===== src/inc/pbw_pkg.sv =====
// Constants, register map and carrier types of the port, bank and wake block
`default_nettype none
package pbw_pkg;
   // ==================================================
   // Register map (external data space byte addresses)
   // ==================================================
   localparam logic [15:0] PBW_OFS_P3_DIR  = 16'h0001;
   localparam logic [15:0] PBW_OFS_BANK    = 16'h0002;
   localparam logic [15:0] PBW_OFS_P4_DATA = 16'h0003;
   localparam logic [15:0] PBW_OFS_P4_DIR  = 16'h0004;
   localparam logic [15:0] PBW_OFS_SEL_EN  = 16'h0005;
   localparam logic [15:0] PBW_OFS_WAKE    = 16'h0006;
   localparam logic [7:0]  PBW_INT_PAGE    = 8'h00;

   // ==================================================
   // Reset values
   // ==================================================
   localparam logic [7:0] PBW_RST_P3_DIR  = 8'hff;
   localparam logic [7:0] PBW_RST_BANK    = 8'h00;
   localparam logic [7:0] PBW_RST_P4_DATA = 8'h00;
   localparam logic [7:0] PBW_RST_P4_DIR  = 8'hff;
   localparam logic [7:0] PBW_RST_SEL_EN  = 8'hff;
   localparam logic [7:0] PBW_RST_WAKE    = 8'h60;
   localparam logic [7:0] PBW_P3_IN_IDLE  = 8'hff;
   localparam logic [7:0] PBW_SEL_IDLE    = 8'hff;
   localparam logic [7:0] PBW_RD_UNMAPPED = 8'h00;

   // ==================================================
   // Field positions
   // ==================================================
   localparam int PBW_BANK_EN_BIT  = 2;
   localparam int PBW_BANK_HI_BIT  = 1;
   localparam int PBW_BANK_LO_BIT  = 0;
   localparam int PBW_P3_BANK_PIN  = 7;
   localparam int PBW_WK_EN_BIT    = 7;
   localparam int PBW_WK_A_LVL_BIT = 6;
   localparam int PBW_WK_B_LVL_BIT = 5;
   localparam int PBW_WK_A_POL_BIT = 4;
   localparam int PBW_WK_B_POL_BIT = 3;
   localparam int PBW_WK_A_EDG_BIT = 2;
   localparam int PBW_WK_B_EDG_BIT = 1;
   localparam int PBW_WK_AND_BIT   = 0;

   // ==================================================
   // Carrier types
   // ==================================================
   typedef struct packed {
      logic        sel;    // Data access in progress, address valid
      logic        we;     // One-cycle write strobe
      logic        re;     // One-cycle read strobe
      logic        fetch;  // Current address is an instruction fetch
      logic [15:0] addr;   // Core address, bit 15 is the core MSB
      logic [7:0]  wdata;
   } pbw_bus_s;

   typedef struct packed {
      logic [7:0] out;
      logic [7:0] oe;
   } pbw_pins_s;
endpackage
`default_nettype wire


===== src/hdl/pbw_port_bank_wake.sv =====
// Port3 direction, bank select, port4 chip selects and wake port
// Operation
// - Port3 direction bit 0 drives data bit out; 1 makes input
// - After reset port3 high-Z, inputs read 1 until direction written
// - Bank switching forces port3 bit-7 pin to output
// - With bank switching, bit-7 pin carries address bit 16 on fetches
// - Bank switching off: address bit 15 passes, bit 7 normal I/O
// - Bank number maps core MSB to pin bits 15 and 16
// - Upper five bank register bits are plain read/write storage
// - Port4 data drives pin only if direction and select enable 0
// - Port4 direction selects input or output while select enable 0
// - Select enable 1 turns port4 pin into chip-select output
// - Reset sets all select enables; all selects sit high
// - Selects active low, released after access, set on next address
// - Eight selects decode doubling ranges from 0100H to FFFFH
// - Addresses 0000H-00FFH are internal; no select covers them
// - Wake input enable 0 ignores wake pins; 1 enables them
// - Wake register bits 6 and 5 read pin levels when enabled
// - Wake pin A polarity selects rising/true or falling/complement
// - Wake pin B polarity selects rising/true or falling/complement
// - Pin A edge enable lets a selected transition wake
// - Leave power-down on any enabled wake condition
// - Pin B edge enable lets a selected transition wake
// - Level-AND enable wakes when both adjusted levels are true
// - Wake edges are not glitch filtered
`timescale 1ns/1ps
`default_nettype none
module pbw_port_bank_wake
   import pbw_pkg::*;
(
   input  wire logic      clk,
   input  wire logic      rst_b,
   input  wire pbw_bus_s  bus,
   output logic [7:0]     rdata_q,
   output logic           addr15_q,
   input  wire logic [7:0] p3_data,
   input  wire logic [7:0] p3_pin_in,
   output logic [7:0]     p3_in_q,
   output pbw_pins_s      p3_q,
   input  wire logic [7:0] p4_pin_in,
   output pbw_pins_s      p4_q,
   input  wire logic [1:0] wake_pin_in,
   input  wire logic      pwr_down,
   output logic           wake_q
);
   // ==================================================
   // Functions
   // ==================================================
   // One-hot active-high select from address, none below 0100H
   function automatic logic [7:0] sel_decode(input logic [15:0] a);
      logic [7:0] s;
      s = 8'h00;
      for (int i = 7; i >= 0; i--) begin
         if (a[8+i] && (s == 8'h00)) begin
            s[i] = 1'b1;
         end
      end
      return s;
   endfunction

   // Returns {bit16, bit15} for a fetch with bank switching on
   function automatic logic [1:0] bank_map(input logic [1:0] bn,
                                           input logic msb);
      logic [1:0] r;
      r = 2'b00;
      if (msb) begin
         unique case (bn)
            2'b00: r = 2'b01;
            2'b01: r = 2'b10;
            2'b10: r = 2'b11;
            2'b11: r = 2'b10;
         endcase
      end
      return r;
   endfunction

   function automatic logic hit(input logic [15:0] a,
                                input logic [15:0] ofs);
      return a == ofs;
   endfunction

   // ==================================================
   // Registers
   // ==================================================
   logic [7:0] port3_dir_bits_q;
   logic [7:0] bank_q;
   logic [7:0] p4_data_q;
   logic [7:0] port4_dir_bits_q;
   logic [7:0] sel_en_q;
   logic [7:0] wake_ctl_q;
   logic       p3_written_q;

   wire wr_port3_dir_bits = bus.we && hit(bus.addr, PBW_OFS_P3_DIR);
   wire wr_bank = bus.we && hit(bus.addr, PBW_OFS_BANK);
   wire wr_p4d  = bus.we && hit(bus.addr, PBW_OFS_P4_DATA);
   wire wr_port4_dir_bits = bus.we && hit(bus.addr, PBW_OFS_P4_DIR);
   wire wr_sel  = bus.we && hit(bus.addr, PBW_OFS_SEL_EN);
   wire wr_wake = bus.we && hit(bus.addr, PBW_OFS_WAKE);

   always_ff @(posedge clk or negedge rst_b) begin
      if (!rst_b) begin
         port3_dir_bits_q       <= PBW_RST_P3_DIR;
         bank_q       <= PBW_RST_BANK;
         p4_data_q    <= PBW_RST_P4_DATA;
         port4_dir_bits_q       <= PBW_RST_P4_DIR;
         sel_en_q     <= PBW_RST_SEL_EN;
         wake_ctl_q   <= PBW_RST_WAKE;
         p3_written_q <= 1'b0;
      end else begin
         if (wr_port3_dir_bits) port3_dir_bits_q <= bus.wdata;
         if (wr_bank) bank_q <= bus.wdata;
         if (wr_p4d)  p4_data_q <= bus.wdata;
         if (wr_port4_dir_bits) port4_dir_bits_q <= bus.wdata;
         if (wr_sel)  sel_en_q <= bus.wdata;
         if (wr_wake) wake_ctl_q <= bus.wdata;
         if (wr_port3_dir_bits) p3_written_q <= 1'b1;
      end
   end

   wire       bank_en  = bank_q[PBW_BANK_EN_BIT];
   wire [1:0] bank_num = {bank_q[PBW_BANK_HI_BIT],
                          bank_q[PBW_BANK_LO_BIT]};
   wire wk_en    = wake_ctl_q[PBW_WK_EN_BIT];
   wire wk_a_pol = wake_ctl_q[PBW_WK_A_POL_BIT];
   wire wk_b_pol = wake_ctl_q[PBW_WK_B_POL_BIT];
   wire wk_a_edg = wake_ctl_q[PBW_WK_A_EDG_BIT];
   wire wk_b_edg = wake_ctl_q[PBW_WK_B_EDG_BIT];
   wire wk_and   = wake_ctl_q[PBW_WK_AND_BIT];

   // ==================================================
   // Pin synchronisers
   // ==================================================
   logic [17:0] pins_s;
   pbw_sync #(.W(18)) u_sync (
      .clk     (clk),
      .rst_b   (rst_b),
      .d       ({wake_pin_in, p4_pin_in, p3_pin_in}),
      .rst_val ('0),
      .q       (pins_s)
   );
   wire [7:0] p3_s   = pins_s[7:0];
   wire [7:0] p4_s   = pins_s[15:8];
   wire [1:0] wake_s = pins_s[17:16];

   // ==================================================
   // Port3 and bank switching
   // ==================================================
   wire [1:0] bmap    = bank_map(bank_num, bus.addr[15]);
   wire       fetch_b = bank_en && bus.fetch;
   wire       a15_d   = fetch_b ? bmap[0] : bus.addr[15];
   wire       a16_d   = fetch_b ? bmap[1] : 1'b0;

   wire [7:0] p3_oe_io = p3_written_q ? ~port3_dir_bits_q : 8'h00;
   logic [7:0] p3_oe_d;
   logic [7:0] p3_out_d;
   always_comb begin
      p3_oe_d  = p3_oe_io;
      p3_out_d = p3_data;
      if (bank_en) begin
         p3_oe_d[PBW_P3_BANK_PIN]  = 1'b1;
         p3_out_d[PBW_P3_BANK_PIN] = a16_d;
      end
   end
   wire [7:0] p3_in_d = p3_written_q ? p3_s : PBW_P3_IN_IDLE;

   // ==================================================
   // Port4 and chip selects
   // ==================================================
   wire [7:0] sel_hit = sel_decode(bus.addr);
   wire [7:0] sel_n_d = bus.sel ? ~sel_hit : PBW_SEL_IDLE;
   wire [7:0] p4_out_d = (sel_en_q & sel_n_d)
                       | (~sel_en_q & p4_data_q);
   wire [7:0] p4_oe_d  = sel_en_q | ~port4_dir_bits_q;

   // ==================================================
   // Wake port
   // ==================================================
   // Disabled pins are held high internally
   wire [1:0] wk_lvl = wk_en ? wake_s : 2'b11;
   logic [1:0] wk_prev_q;
   wire wk_a_adj  = wk_lvl[1] ^ wk_a_pol;
   wire wk_b_adj  = wk_lvl[0] ^ wk_b_pol;
   wire wk_a_prev = wk_prev_q[1] ^ wk_a_pol;
   wire wk_b_prev = wk_prev_q[0] ^ wk_b_pol;
   // A single-sample change to the adjusted-true level counts, no filter
   wire wk_a_edge = wk_a_adj && !wk_a_prev;
   wire wk_b_edge = wk_b_adj && !wk_b_prev;
   wire wk_cond = (wk_a_edg && wk_a_edge)
                | (wk_b_edg && wk_b_edge)
                | (wk_and && wk_a_adj && wk_b_adj);
   wire wake_d = pwr_down && wk_en && wk_cond;

   wire [7:0] wake_rd = {wk_en, wk_lvl, wake_ctl_q[4:0]};

   // ==================================================
   // Read data
   // ==================================================
   logic [7:0] rd_d;
   always_comb begin
      rd_d = PBW_RD_UNMAPPED;
      if (hit(bus.addr, PBW_OFS_P3_DIR))  rd_d = port3_dir_bits_q;
      if (hit(bus.addr, PBW_OFS_BANK))    rd_d = bank_q;
      if (hit(bus.addr, PBW_OFS_P4_DATA)) rd_d = p4_s;
      if (hit(bus.addr, PBW_OFS_P4_DIR))  rd_d = port4_dir_bits_q;
      if (hit(bus.addr, PBW_OFS_SEL_EN))  rd_d = sel_en_q;
      if (hit(bus.addr, PBW_OFS_WAKE))    rd_d = wake_rd;
   end

   // ==================================================
   // Output flops
   // ==================================================
   logic [7:0] sel_n_q;
   always_ff @(posedge clk or negedge rst_b) begin
      if (!rst_b) begin
         rdata_q   <= PBW_RD_UNMAPPED;
         addr15_q  <= 1'b0;
         p3_in_q   <= PBW_P3_IN_IDLE;
         p3_q      <= '0;
         p4_q.out  <= PBW_SEL_IDLE;
         p4_q.oe   <= PBW_RST_SEL_EN;
         sel_n_q   <= PBW_SEL_IDLE;
         wk_prev_q <= 2'b11;
         wake_q    <= 1'b0;
      end else begin
         if (bus.re) rdata_q <= rd_d;
         addr15_q  <= a15_d;
         p3_in_q   <= p3_in_d;
         p3_q.out  <= p3_out_d;
         p3_q.oe   <= p3_oe_d;
         p4_q.out  <= p4_out_d;
         p4_q.oe   <= p4_oe_d;
         sel_n_q   <= sel_n_d;
         wk_prev_q <= wk_lvl;
         wake_q    <= wake_d;
      end
   end
endmodule // pbw_port_bank_wake
`default_nettype wire


===== src/hdl/pbw_sync.sv =====
// Two-stage synchroniser for pin levels entering the core clock domain
`timescale 1ns/1ps
`default_nettype none
module pbw_sync #(
   parameter int W = 8
) (
   input  wire logic         clk,
   input  wire logic         rst_b,
   input  wire logic [W-1:0] d,
   input  wire logic [W-1:0] rst_val,
   output logic      [W-1:0] q
);
   logic [W-1:0] s1_q;

   // Reset to constants only; rst_val is not applied anywhere
   always_ff @(posedge clk or negedge rst_b) begin
      if (!rst_b) begin
         s1_q <= '0;
         q    <= '0;
      end else begin
         s1_q <= d;
         q    <= s1_q;
      end
   end
   logic unused_rst_val;
   assign unused_rst_val = ^rst_val;
endmodule // pbw_sync
`default_nettype wire


===== config.mk =====
export PLATFORM = sky130hd
export DESIGN_NAME = pbw_port_bank_wake
export DESIGN_NICKNAME = d
export VERILOG_FILES = /design/src/inc/pbw_pkg.sv /design/src/hdl/pbw_port_bank_wake.sv /design/src/hdl/pbw_sync.sv
export SDC_FILE = /design/constraint.sdc
export NUM_CORES = 1
export LEC_CHECK = 0
export BUFFER_PORTS_ARGS = -buffer_cell sky130_fd_sc_hd__buf_2
export CAP_MARGIN = 10
export CORE_ASPECT_RATIO = 1.25
export CORE_MARGIN = 4
export CORE_UTILIZATION = 54
export DETAILED_ROUTE_END_ITERATION = 8
export PLACE_DENSITY = 0.91
export SYNTH_ARGS = -nofsm -noshare
export SYNTH_HDL_FRONTEND = slang
export SYNTH_SLANG_ARGS = --single-unit

===== constraint.sdc =====
create_clock -name clk -period 1.4 [get_ports clk]
set_input_delay 0.07 -clock clk [delete_from_list [all_inputs] [get_ports clk]]
set_output_delay 0.07 -clock clk [all_outputs]
set_load 0.1 [all_outputs]

# Word-level counts from Yosys, hierarchy flattened
# Cells that the tools add are included.
# Widths: inputs -> output; s select.
# totals
wordCells,98
in_bits,57
out_inout_bits,50
regBits,137
# classes
reduce_logical,32
eq_ne,9
mux,24
bitwise,15
# ops
op,count
$mux 8,9
$eq 16x3->1 const B,3
$eq 16x2->1 const B,2
$not 8->8,4
$logic_and 1x1->1,22
$and 8x8->8,2
$eq 16x1->1 const B,1
$or 8x8->8,2
$mux 1,12
$logic_not 7->1,1
$logic_not 6->1,1
$pmux 2 s3,1
$logic_not 5->1,1
$eq 2x2->1 const B,2
$logic_not 2->1,2
$logic_not 4->1,1
$mux 2,2
$xor 1x1->1,4
$logic_not 3->1,1
$eq 2x1->1 const B,1
$logic_not 1->1,2
$or 1x1->1,2
$reduce_or 2->1,1
$not 1->1,1

# Longest topological paths before layout
# Gate-level depths: netlist of the first run.
# logic_depth
word_depth,26
depth_mapped,6
mapped_depth_nobuf,4

# Hierarchy
# Synthesis of the first run repeated with hierarchy kept, for this count alone.
# unflattened
cells_unflattened,345
hier_area_um2,4992.3
# modules_own_cells
mod,cells_each,n_inst,area_each_um2
pbw_port_bank_wake,309,1,4091.4
pbw_sync,36,1,900.9

# Worst setup path after synthesis of the first run
# No wires, ideal clock.
# synth_timing
path_kind,input port to flip-flop
start,input port bus[15] in the netlist's numbering
end,register bank_q[0]
required_ps,1275
arrival_ps,1772
setup_ps,125
path_slack_ps,-498
path_buffers,1
cell_stages,5
path_cell_list,or4_4 -> buf_6 -> or4_4 -> nor2_8 -> mux2_4
# synth_between
elab_chain_cells,2
# synth_lines
item,line,rtl
start: declaration,pbw_port_bank_wake.sv:33,"input wire pbw_bus_s bus,"
$eq 16x2->1,pbw_port_bank_wake.sv:79,return a == ofs;
$logic_and 1x1->1,pbw_port_bank_wake.sv:94,"wire wr_bank = bus.we && hit(bus.addr, PBW_OFS_BANK);"
end signal: assignment,pbw_port_bank_wake.sv:111,if (wr_bank) bank_q <= bus.wdata;
end: declaration,pbw_port_bank_wake.sv:86,logic [7:0] bank_q;
# Every way passes these cells.
# A chain may end at the register's enable or synchronous reset.

# Worst setup path after layout of the first run
# layout_timing
start,input port bus[14] in the netlist's numbering
end,register bank_q[0]
# The elaborated chain is that of the path after synthesis.

==> out/qor.csv, run 1 <==
stage,metric,value,unit
run_status,outcome,"finished, violations left",
run_status,failing checks,setup timing,
die,core area,0.00927,mm²
clock_network,CTS tree,yes,
final_layout,Area Growth Syn to Fin,44.1,%
routing,first-pass detailed-route iteration total,8,
sta,final hold vios,0,
power,worst vdd ir,0.00121,V
setup_path,crit path launch,bus[14],
die,Die Y,118,µm
final_layout,ratio of cells with drive above 1 in the final layout,56.5,%
placed_design,post-place setup slack,-673,ps
die,initial core utilization,55.9,%
routing,DRC violations left,0,
grt,met3 Use GR,8.63,%
setup_path,reg2reg end,rdata_q[6],
grt,vias in the first global route,4243,
setup_path,flop2flop setup slack,50,ps
routing,DRT iter0 DRCs,494,
setup_path,Crit path depth,5,
synth,Yosys Warn Count,0,
final_layout,"commonest cells after routing, fill and taps aside","85 x dfrtp_1, 76 x buf_2, 64 x buf_4",
setup_path,crit path cell chain,"buf_2, or4_4, or4_4, nor2_8, mux2_4",
hold_path,Hold WC Path Type,input port to register,
die,# IOs,107,
synth,Yosys top cell area share,41.0,%
clock_network,Root Buffer,clkbuf_16,
power,power per cell area,1190,mW/mm²
sta,RSZ-0062 raised after global routing,yes,
clock_network,latest clock arrival within the worst-skew pair,420,ps
grt,initial antenna violation count,2,
routing,vias per inst,5.83,
routing,DRT antenna net count,0,
setup_path,crit path kind,input port to register,
die,row cnt,39,
setup_path,"delay-heaviest family, CP",simple AND/OR/NAND/NOR gates,
clock_network,clock sink count,135,
setup_path,slowest CP cell,or4_4,
power,Tot Pwr,8.87,mW
grt,total grt overflow,0,
synth,Post-Syn Area per Cell,14.9,µm²
sta,Final Max Slew Viols,0,
synth,"EDFF count, synth",0,
die,die width,95.6,µm
sta,Fin Clk Skew,10.5,ps
die,Die ar.,0.0112,mm²
grt,GR Util All Layers,28.2,%
setup_path,"most used cell, CP",or4_4,
setup_path,CP Max Fanout,8,
run,maxcap violations,0,
synth,cell area after synthesis,0.00518,mm²
grt,first-pass GRT wire length,23200,µm
grt,largest net degree at the start of global routing,41,
clock_network,Longest Clk Path Bufs,2,
sta,min Tclk post-route,1580,ps
placed_design,placer congestion estimate,0.894,
setup_path,slowest cell delay on critical path,580,ps
setup_path,Worst EP arrival,1870,ps
setup_path,CP endpoint kind,register,
synth,sequential share of the synthesized area,66.4,%
sta,Final Setup Violations,55,
final_layout,"most common cell after layout, fill and taps aside",dfrtp_1,
setup_path,R2R depth,4,
synth,ys flop type,dfrtp_1,
routing,drt total wl,15900,µm
placed_design,hpwl dp,8940,µm
grt,most crowded layer after global routing,met2,
clock_network,clk slew on worst S/H paths,60,ps
power,Pleak,3.40,nW
synth,Post-synth ARST share,100,%
synth,synth top area cells,"dfrtp_1 41%, dfstp_2 25%, mux2_2 8.3%, mux2_4 4.1%, nand2b_1 2.9%",
routing,WL/cell,23.3,µm
final_layout,Fill cells,488,
setup_path,Bufs and invs on worst path,1,
grt,M2 GR Usage,46.6,%
setup_path,CP Data Required Time,1690,ps
sta,Worst Tran Pin Value,524,ps
setup_path,worst r2r src,wake_ctl_q[7],
synth,"flops & latches, synth",135,
synth,Synth Instances,348,
sta,Slew HR,65.1,%
placed_design,IO buf count,106,
sta,PnR worst setup slack,-180,ps
sta,fin crit share,113,%
synth,syn_nets,405,
clock_network,Num CTS Buffers,17,
clock_network,htree depth,4,
sta,Peak Freq,633,MHz
final_layout,nets,603,
setup_path,Setup crit end,bank_q[0],
setup_path,Startpoint Class,input port,
synth,unique cell type count in the Yosys netlist,50,
grt,grt met1 use,32.1,%
hold_path,WHS Path Cells,4,
routing,vias post-DR,3987,
synth,largest area contributor in the netlist,dfrtp_1,
-- through the flow --
stage	TNS [ps]	cells	utilization (%)	hold WS (ps)	instance area, µm²
after floorplan	-18660	348	-	-226	5300
after global placement	-25930	608	67.6	71.5	6270
after detailed placement	-28010	608	67.6	74.0	6270
after CTS	-2310	680	79.6	7.46	7380
after global routing	-4700	684	80.6	29.0	7470
final	-3940	684	80.6	35.1	7470
-- synthesized netlist by cell type, types with 2 or more instances --
cell / n
nor2_1: 12
o211ai_1: 2
or4_4: 3
o32ai_1: 8
and2_1: 2
clkbuf_1: 6
a21oi_1: 8
nor4_1: 2
mux2_4: 14
inv_1: 8
buf_2: 3
nor2b_1: 8
or3_1: 2
dfrtp_1: 85
nand3_4: 2
nor3_2: 2
nand2_1: 8
nor4_2: 2
nand2b_1: 24
dfstp_2: 50
o21ai_0: 3
a22oi_1: 7
mux2_2: 38
a31oi_1: 14
a41oi_1: 4
a2bb2oi_1: 7
-- worst reg2reg max path: cells and delay by family (launching register included) --
family / cells / cell delay [ps]
simple gates: 1 / 300
flops: 1 / 350
compound gates: 2 / 410
buf+inv: 1 / 160
-- power breakdown --
part	switching [mW]	total [mW]	internal, mW
registers	0.0422	4.04	3.99
logic	0.536	0.831	0.295
clock network	1.69	4.00	2.31
total	2.27	8.87	6.60
-- flip-flops by register name, indices dropped and copies added, names as in the netlist, 2 cells and up --
signal / cells
port4_dir_bits_q: 8
port3_dir_bits_q: 8
wake_ctl_q: 6
u_sync.s1_q: 18
bank_q: 8
p4_data_q: 8
u_sync.q: 18
wk_prev_q: 2
p3_in_q: 8
p4_q: 16
sel_en_q: 8
rdata_q: 8
p3_q: 16
-- metal layers --
metal,part of all wire [%],vias to the layer above
met5,0,-
met4,7.0,0
met3,8.4,87
met2,51,289
met1,34,1953
li1,-,1658
-- final cells by class --
type / instances / area [µm²] / area share [%]
Antenna cell: 2 / 5.00 / 0.0670
Clock buffer: 21 / 450 / 6.03
Clock inverter: 11 / 78.8 / 1.06
Inverter: 8 / 30.0 / 0.402
Multi-Input combinational cell: 194 / 1900 / 25.4
Sequential cell: 135 / 3440 / 46.1
Tap cell: 123 / 154 / 2.06
Timing Repair Buffer: 190 / 1410 / 18.9
-- logic make-up after synthesis --
kind of cell	synth area share, %
compound gates	7.77
xor+xnor	0.169
buf+inv	1.59
flops	66.4
mux	12.7
simple gates	11.3
-- worst min-delay path by stage --
| stage | startpoint | endpoint |
|---|---|---|
| after CTS | bus[2] | wake_ctl_q[2] |
| after global routing | bus[2] | bank_q[2] |
| after floorplan | rst_b | addr15_q |
| after detailed placement | rst_b | u_sync.s1_q[3] |
| final | bus[17] | p4_q[8] |
| after global placement | rst_b | u_sync.s1_q[3] |
-- what timing repair did --
action	CTS	global route
setup buffers	1	2
hold buffers	39	1
endpoints found under the hold margin	79	1
setup endpoints to repair	73	56
pin swaps	11	4
resized for setup	45	10
Note: power is estimated with default switching activity, not from simulation.
==> run 2, diff against run 1 <==
--- a/config.mk
+++ b/config.mk
@@ -9,9 +9,9 @@
 export CAP_MARGIN = 10
 export CORE_ASPECT_RATIO = 1.25
 export CORE_MARGIN = 4
-export CORE_UTILIZATION = 54
+export CORE_UTILIZATION = 58
 export DETAILED_ROUTE_END_ITERATION = 8
-export PLACE_DENSITY = 0.91
+export PLACE_DENSITY = 0.85
 export SYNTH_ARGS = -nofsm -noshare
 export SYNTH_HDL_FRONTEND = slang
 export SYNTH_SLANG_ARGS = --single-unit
==> constraint.sdc (replaced) <==
create_clock -name clk -period 1.9 [get_ports clk]
set_input_delay 0.095 -clock clk [delete_from_list [all_inputs] [get_ports clk]]
set_output_delay 0.095 -clock clk [all_outputs]
set_load 0.1 [all_outputs]
==> run 2 against run 1 <==
Effect of this change: routed wire length shrank 18%; cell count shrank 1.5%; highest routed layer unchanged; via count shrank 6.5%; utilization grew 1.4 points; non-clock buffer count shrank 5; the flow now finishes without violations; first-iteration DRC count shrank 50%; global-route usage shrank 1.0 points; count of clock-buffer cells in the layout shrank 3; sequential cell count is the same; critical path depth grew 3; clock skew shrank 2.6 ps.
==> out/qor.csv, run 2 (same netlist as run 1, synthesis figures left out) <==
stage,metric,value,unit,change
routing,vias post-DR,3729,,-6.5%
sta,Setup TNS Final,0,ps,+3940 ps
setup_path,"most used cell, CP",buf_4,,
die,die width,92.5,µm,-3.2%
final_layout,"commonest cells after routing, fill and taps aside","105 x buf_2, 85 x dfrtp_1, 50 x dfstp_2",,
grt,largest net degree at the start of global routing,48,,+17%
sta,Final Max Slew Viols,0,,unchanged
grt,initial antenna violation count,0,,-2
setup_path,crit path kind,input port to register,,
clock_network,Num CTS Buffers,17,,unchanged
grt,total grt overflow,0,,unchanged
setup_path,slowest CP cell,dlygate4sd3_1,,
placed_design,post-placement cell area,0.00608,mm²,-3.0%
power,power per cell area,939,mW/mm²,-21%
clock_network,htree depth,4,,unchanged
final_layout,Area Growth Syn to Fin,37.6,%,
power,Pleak,3.28,nW,-3.5%
final_layout,Layout Cells excl Fill,674,,-1.5%
power,worst vdd ir,0.00107,V,-11%
routing,drt total wl,13100,µm,-18%
die,initial core utilization,59.6,%,+3.7 points
grt,GR Util All Layers,27.2,%,-1.0 points
setup_path,Startpoint Class,input port,,
clock_network,"Hold-fix buffers, CTS",47,,+21%
grt,vias in the first global route,4109,,-3.2%
sta,Peak Freq,601,MHz,
routing,vias per inst,5.53,,-5.1%
sta,Fin Clk Skew,7.91,ps,-2.58 ps
die,Die ar.,0.0105,mm²,-6.4%
clock_network,CTS tree,yes,,
routing,wl on met1,4930,µm,-8.7%
die,# IOs,107,,unchanged
placed_design,Post-Place Cells,595,,-2.1%
routing,first-pass detailed-route iteration total,4,,-4
sta,fin crit share,87.6,%,
clock_network,Root Buffer,clkbuf_8,,
hold_path,Hold WC Path Type,input port to asynchronous set/reset pin,,
die,row cnt,38,,-2.6%
sta,Final Setup Violations,0,,-100%
sta,min Tclk post-route,1660,ps,
sta,RSZ-0062 raised after global routing,no,,
sta,final hold vios,0,,unchanged
setup_path,Bufs and invs on worst path,4,,+3
routing,DRT iter0 DRCs,249,,-50%
sta,Slew HR,66.6,%,+1.6 points
final_layout,diode count,0,,-2
setup_path,Worst EP arrival,2070,ps,+200 ps
setup_path,"delay-heaviest family, CP",buffers and inverters,,
final_layout,biggest regs,"u_sync.q (18), u_sync.s1_q (18)",,
clock_network,clock sink count,135,,unchanged
setup_path,CP Max Fanout,6,,-2
setup_path,slowest cell delay on critical path,550,ps,-30 ps
run_status,outcome,finished clean,,
routing,WL/cell,19.4,µm,-17%
setup_path,crit path cell chain,"buf_2, dlygate4sd3_1, buf_4, nor4_1, nand2_1, or3b_1, buf_4, mux2_4",,
placed_design,hpwl dp,8540,µm,-4.5%
clock_network,setup bufs post-CTS,0,,-1
sta,Worst Tran Pin Value,504,ps,-19.9 ps
power,Tot Pwr,6.69,mW,-25%
final_layout,"most common cell after layout, fill and taps aside",buf_2,,
clock_network,cts repair resizes,0,,-100%
run,maxcap violations,0,,unchanged
clock_network,latest clock arrival within the worst-skew pair,520,ps,+100 ps
clock_network,clk slew on worst S/H paths,70,ps,about the same
final_layout,Post-Layout Inst Area,0.00713,mm²,-4.5%
final_layout,nets,598,,-0.83%
final_layout,Fill cells,450,,-7.8%
routing,highest metal used,met4,,
setup_path,CP Data Required Time,2300,ps,+610 ps
placed_design,placer congestion estimate,0.915,,+2.3%
routing,DRT antenna net count,0,,unchanged
routing,WL met3,788,µm,-41%
die,Die Y,114,µm,-3.3%
routing,met2 wire len,6800,µm,-16%
grt,first-pass GRT wire length,21400,µm,-7.8%
die,core area,0.00870,mm²,-6.2%
final_layout,ratio of cells with drive above 1 in the final layout,51.6,%,-4.9 points
clock_network,Longest Clk Path Bufs,2,,unchanged
routing,DRC violations left,0,,unchanged
placed_design,IO buf count,106,,unchanged
setup_path,CP endpoint kind,register,,
-- run 2: cell count changes in the layout (fill, tap and decap cells not counted), sizes merged --
cell / delta
buf: -13
bufinv: +2
clkbuf: -3
clkinv: -4
diode: -2
dlygate4sd3: +8
inv: +5
-- run 2: worst paths after layout --
check | start | endpoint | slack (ps) | cells past startpoint
setup / recovery | bus[17] | wake_ctl_q[7] | 240 | 8
hold / removal | rst_b | u_sync.s1_q[9] | 40 | 2
setup reg to reg | wake_ctl_q[7] | rdata_q[6] | 410 | 4
hold reg to reg | u_sync.s1_q[11] | u_sync.q[11] | 350 | 0
max in group asynchronous | rst_b | port4_dir_bits_q[3] | 1130 | 3
min in group clk | bus[18] | p4_q[10] | 50 | 4
-- run 2: where the power goes --
part           total (mW)  switching (mW)  internal [mW]
registers            2.97          0.0234           2.94
clock network        3.18            1.28           1.90
logic               0.546           0.356          0.190
-- run 2: routing by layer --
layer  up-vias  track usage, %
met5         -               0
met4         0            14.1
met3        51            7.92
met2       178            45.5
met1      1848            32.0
li1       1652               -
-- run 2: stage by stage --
step	setup WS (ps)	hold WS [ps]	utilization (%)
6_report	235	40.6	82.0
5_1_grt	73.2	35.7	82.0
4_1_cts	269	20.0	82.0
3_5_place_dp	-131	47.2	69.9
3_3_place_gp	-95.7	37.2	69.9
2_1_floorplan	-16.9	-201	-
-- run 2: area by class of cell --
cell class | instances | area, µm² | share of cell area, %
flip-flops and latches | 135 | 3440 | 48.2
well taps | 120 | 150 | 2.11
clock inverters | 14 | 165 | 2.32
multi-input cells | 194 | 1660 | 23.3
repair buffers | 185 | 1270 | 17.8
clock buffers | 18 | 418 | 5.86
inverters | 8 | 30.0 | 0.421
==> run 3, diff against run 2 <==
--- a/config.mk
+++ b/config.mk
@@ -7,11 +7,14 @@
 export LEC_CHECK = 0
 export BUFFER_PORTS_ARGS = -buffer_cell sky130_fd_sc_hd__buf_2
 export CAP_MARGIN = 10
+export CELL_PAD_IN_SITES_DETAIL_PLACEMENT = 1
+export CELL_PAD_IN_SITES_GLOBAL_PLACEMENT = 2
 export CORE_ASPECT_RATIO = 1.25
 export CORE_MARGIN = 4
-export CORE_UTILIZATION = 58
+export CORE_UTILIZATION = 40
 export DETAILED_ROUTE_END_ITERATION = 8
-export PLACE_DENSITY = 0.85
+export GPL_TIMING_DRIVEN = 0
+export PLACE_DENSITY = 0.84
 export SYNTH_ARGS = -nofsm -noshare
 export SYNTH_HDL_FRONTEND = slang
 export SYNTH_SLANG_ARGS = --single-unit
==> run 3 against run 2 <==
Effect of this change: combinational power is 6.0% lower; power is 3.3% higher; critical path depth down 3; count of clock-buffer cells in the layout did not move; register-to-register slack better by 40 ps; global-route usage fell by 7.0 points; clock skew is 1.7 ps lower; highest routed layer is now met5.
==> out/qor.csv, run 3 (same netlist as run 1, synthesis figures left out) <==
stage,metric,value,unit,change
clock_network,clock sink count,135,,unchanged
setup_path,CP endpoint kind,register,,
power,Pleak,3.15,nW,-4.0%
final_layout,diode count,0,,unchanged
sta,Peak Freq,547,MHz,-8.9%
clock_network,Root Buffer,clkbuf_16,,
power,switching pwr,1.68,mW,+1.5%
setup_path,Startpoint Class,input port,,
placed_design,placer congestion estimate,0.803,,-12%
clock_network,clk slew on worst S/H paths,60,ps,about the same
setup_path,slowest cell delay on critical path,570,ps,+20 ps
placed_design,hpwl dp,9210,µm,+7.9%
die,# IOs,107,,unchanged
grt,first-pass GRT wire length,22200,µm,+3.7%
routing,drt total wl,13700,µm,+5.0%
setup_path,crit path cell chain,"buf_2, or4_4, or3_4, nor3_4, mux2_2",,
grt,largest net degree at the start of global routing,89,,+85%
grt,GR Util All Layers,20.2,%,-7.0 points
routing,first-pass detailed-route iteration total,4,,unchanged
grt,vias in the first global route,3960,,-3.6%
die,row cnt,46,,+21%
routing,vias per inst,5.02,,-9.2%
final_layout,register cell area after layout,0.00344,mm²,unchanged
placed_design,IO buf count,105,,-0.94%
sta,Final Setup Violations,0,,unchanged
sta,Slew HR,47.6,%,-19 points
final_layout,multi-input logic area,0.00166,mm²,unchanged
final_layout,biggest regs,"u_sync.q (18), u_sync.s1_q (18)",,
power,worst vdd ir,0.000499,V,-53%
sta,final hold vios,0,,unchanged
setup_path,Worst EP arrival,2130,ps,+60 ps
final_layout,Layout Utilization,54.8,%,-27 points
sta,fin crit share,96.2,%,+8.6 points
run_status,outcome,finished clean,,
die,die width,110,µm,+19%
grt,initial antenna violation count,1,,+1
placed_design,post-placement cell area,0.00595,mm²,-2.1%
hold_path,Hold WC Path Type,input port to register,,
setup_path,slowest CP cell,or4_4,,
power,Reg power frac,42.8,%,-1.5 points
clock_network,CTS tree,yes,,
final_layout,"commonest cells after routing, fill and taps aside","107 x buf_2, 85 x dfrtp_1, 50 x dfstp_2",,
grt,total grt overflow,0,,unchanged
routing,DRT antenna net count,0,,unchanged
final_layout,ratio of cells with drive above 1 in the final layout,49.3,%,-2.3 points
run,maxcap violations,0,,unchanged
sta,RSZ-0062 raised after global routing,no,,
die,core area,0.0127,mm²,+46%
setup_path,crit path kind,input port to register,,
die,Die Y,135,µm,+19%
clock_network,cts repair resizes,0,,unchanged
power,sw frac,24.3,%,-0.44 points
sta,Worst Tran Pin Value,780,ps,+276 ps
sta,Final Max Slew Viols,0,,unchanged
power,Comb pwr share,7.4,%,-0.8 points
power,Tot Pwr,6.92,mW,+3.3%
setup_path,CP Data Required Time,2200,ps,-100 ps
die,Die ar.,0.0149,mm²,+41%
power,power per cell area,993,mW/mm²,+5.8%
routing,DRT iter0 DRCs,131,,-47%
clock_network,Longest Clk Path Bufs,2,,unchanged
final_layout,"most common cell after layout, fill and taps aside",buf_2,,
final_layout,Fill cells,1275,,+180%
final_layout,nets,569,,-4.8%
sta,Hold WS,14.0,ps,-26.5 ps
routing,WL/cell,19.8,µm,+2.1%
clock_network,htree depth,4,,unchanged
power,internal power,5.23,mW,+3.9%
clock_network,"Hold-fix buffers, CTS",39,,-17%
sta,Setup TNS Final,0,ps,unchanged
sta,Fin Clk Skew,6.25,ps,-1.66 ps
clock_network,latest clock arrival within the worst-skew pair,420,ps,-100 ps
sta,min Tclk post-route,1830,ps,+163 ps
routing,vias post-DR,3480,,-6.7%
die,initial core utilization,40.7,%,-19 points
power,clock network power share,49.7,%,+2.2 points
routing,DRC violations left,0,,unchanged
final_layout,Post-Layout Inst Area,0.00696,mm²,-2.4%
clock_network,Num CTS Buffers,17,,unchanged
final_layout,Area Growth Syn to Fin,34.4,%,
setup_path,CP Max Fanout,8,,+2
clock_network,setup bufs post-CTS,0,,unchanged
## run 3: changes by cell type in the layout (fill, tap and decap cells not counted), moves of 2 or more
cell,change
clkbuf_1,+5
buf_4,-31
buf_2,+2
clkinv_4,-3
buf_6,+2
buf_12,-2
clkinv_2,+2
dlygate4sd3_1,-8
## run 3: worst max-delay path: cells and delay by family
family	cells	cell delay, ps
mux	1	410
buf+inv	1	150
simple gates	3	1460
## run 3: area by class of cell
cell class	count	share of cell area, %
clock inverter	14	2.62
timing repair buffer	145	13.6
multi-input combinational	194	23.8
sequential	135	49.4
tap	168	3.02
buffer	11	0.755
inverter	8	0.431
clock buffer	18	6.31
## run 3: power groups by stage
stage	Combinational (mW)	Sequential (mW)	Clock, mW
final	0.513	2.96	3.44
after global routing	0.550	2.97	3.66
after CTS	0.519	2.96	3.49
after detailed placement	0.455	3.01	0
after global placement	0.438	3.01	0
after floorplan	0.0830	3.17	0
## run 3: worst paths after layout
path / depth (start not counted) / end / start / slack [ps]
setup / recovery: 5 / p4_data_q[0] / bus[23] / 70
hold / removal: 2 / bank_q[5] / bus[5] / 10
setup reg to reg: 4 / rdata_q[6] / wake_ctl_q[7] / 450
hold reg to reg: 0 / u_sync.q[3] / u_sync.s1_q[3] / 350
max in group asynchronous: 3 / p3_in_q[1] / rst_b / 920
min in group asynchronous: 2 / p4_data_q[4] / rst_b / 190
## run 3: layer usage
layer | up-vias | part of all wire [%] | global-route usage [%]
met5 | - | 0.095 | 0
met4 | 2 | 2.2 | 6.58
met3 | 23 | 4.4 | 6.06
met2 | 84 | 55 | 34.9
met1 | 1779 | 39 | 23.9
li1 | 1592 | - | -
## run 3: per-stage QoR
step	cells	worst slack [ps]
floorplan	348	-16.9
global placement	621	-951
detailed placement	622	-364
CTS	693	78.7
global route	693	34.9
finish	693	72.4
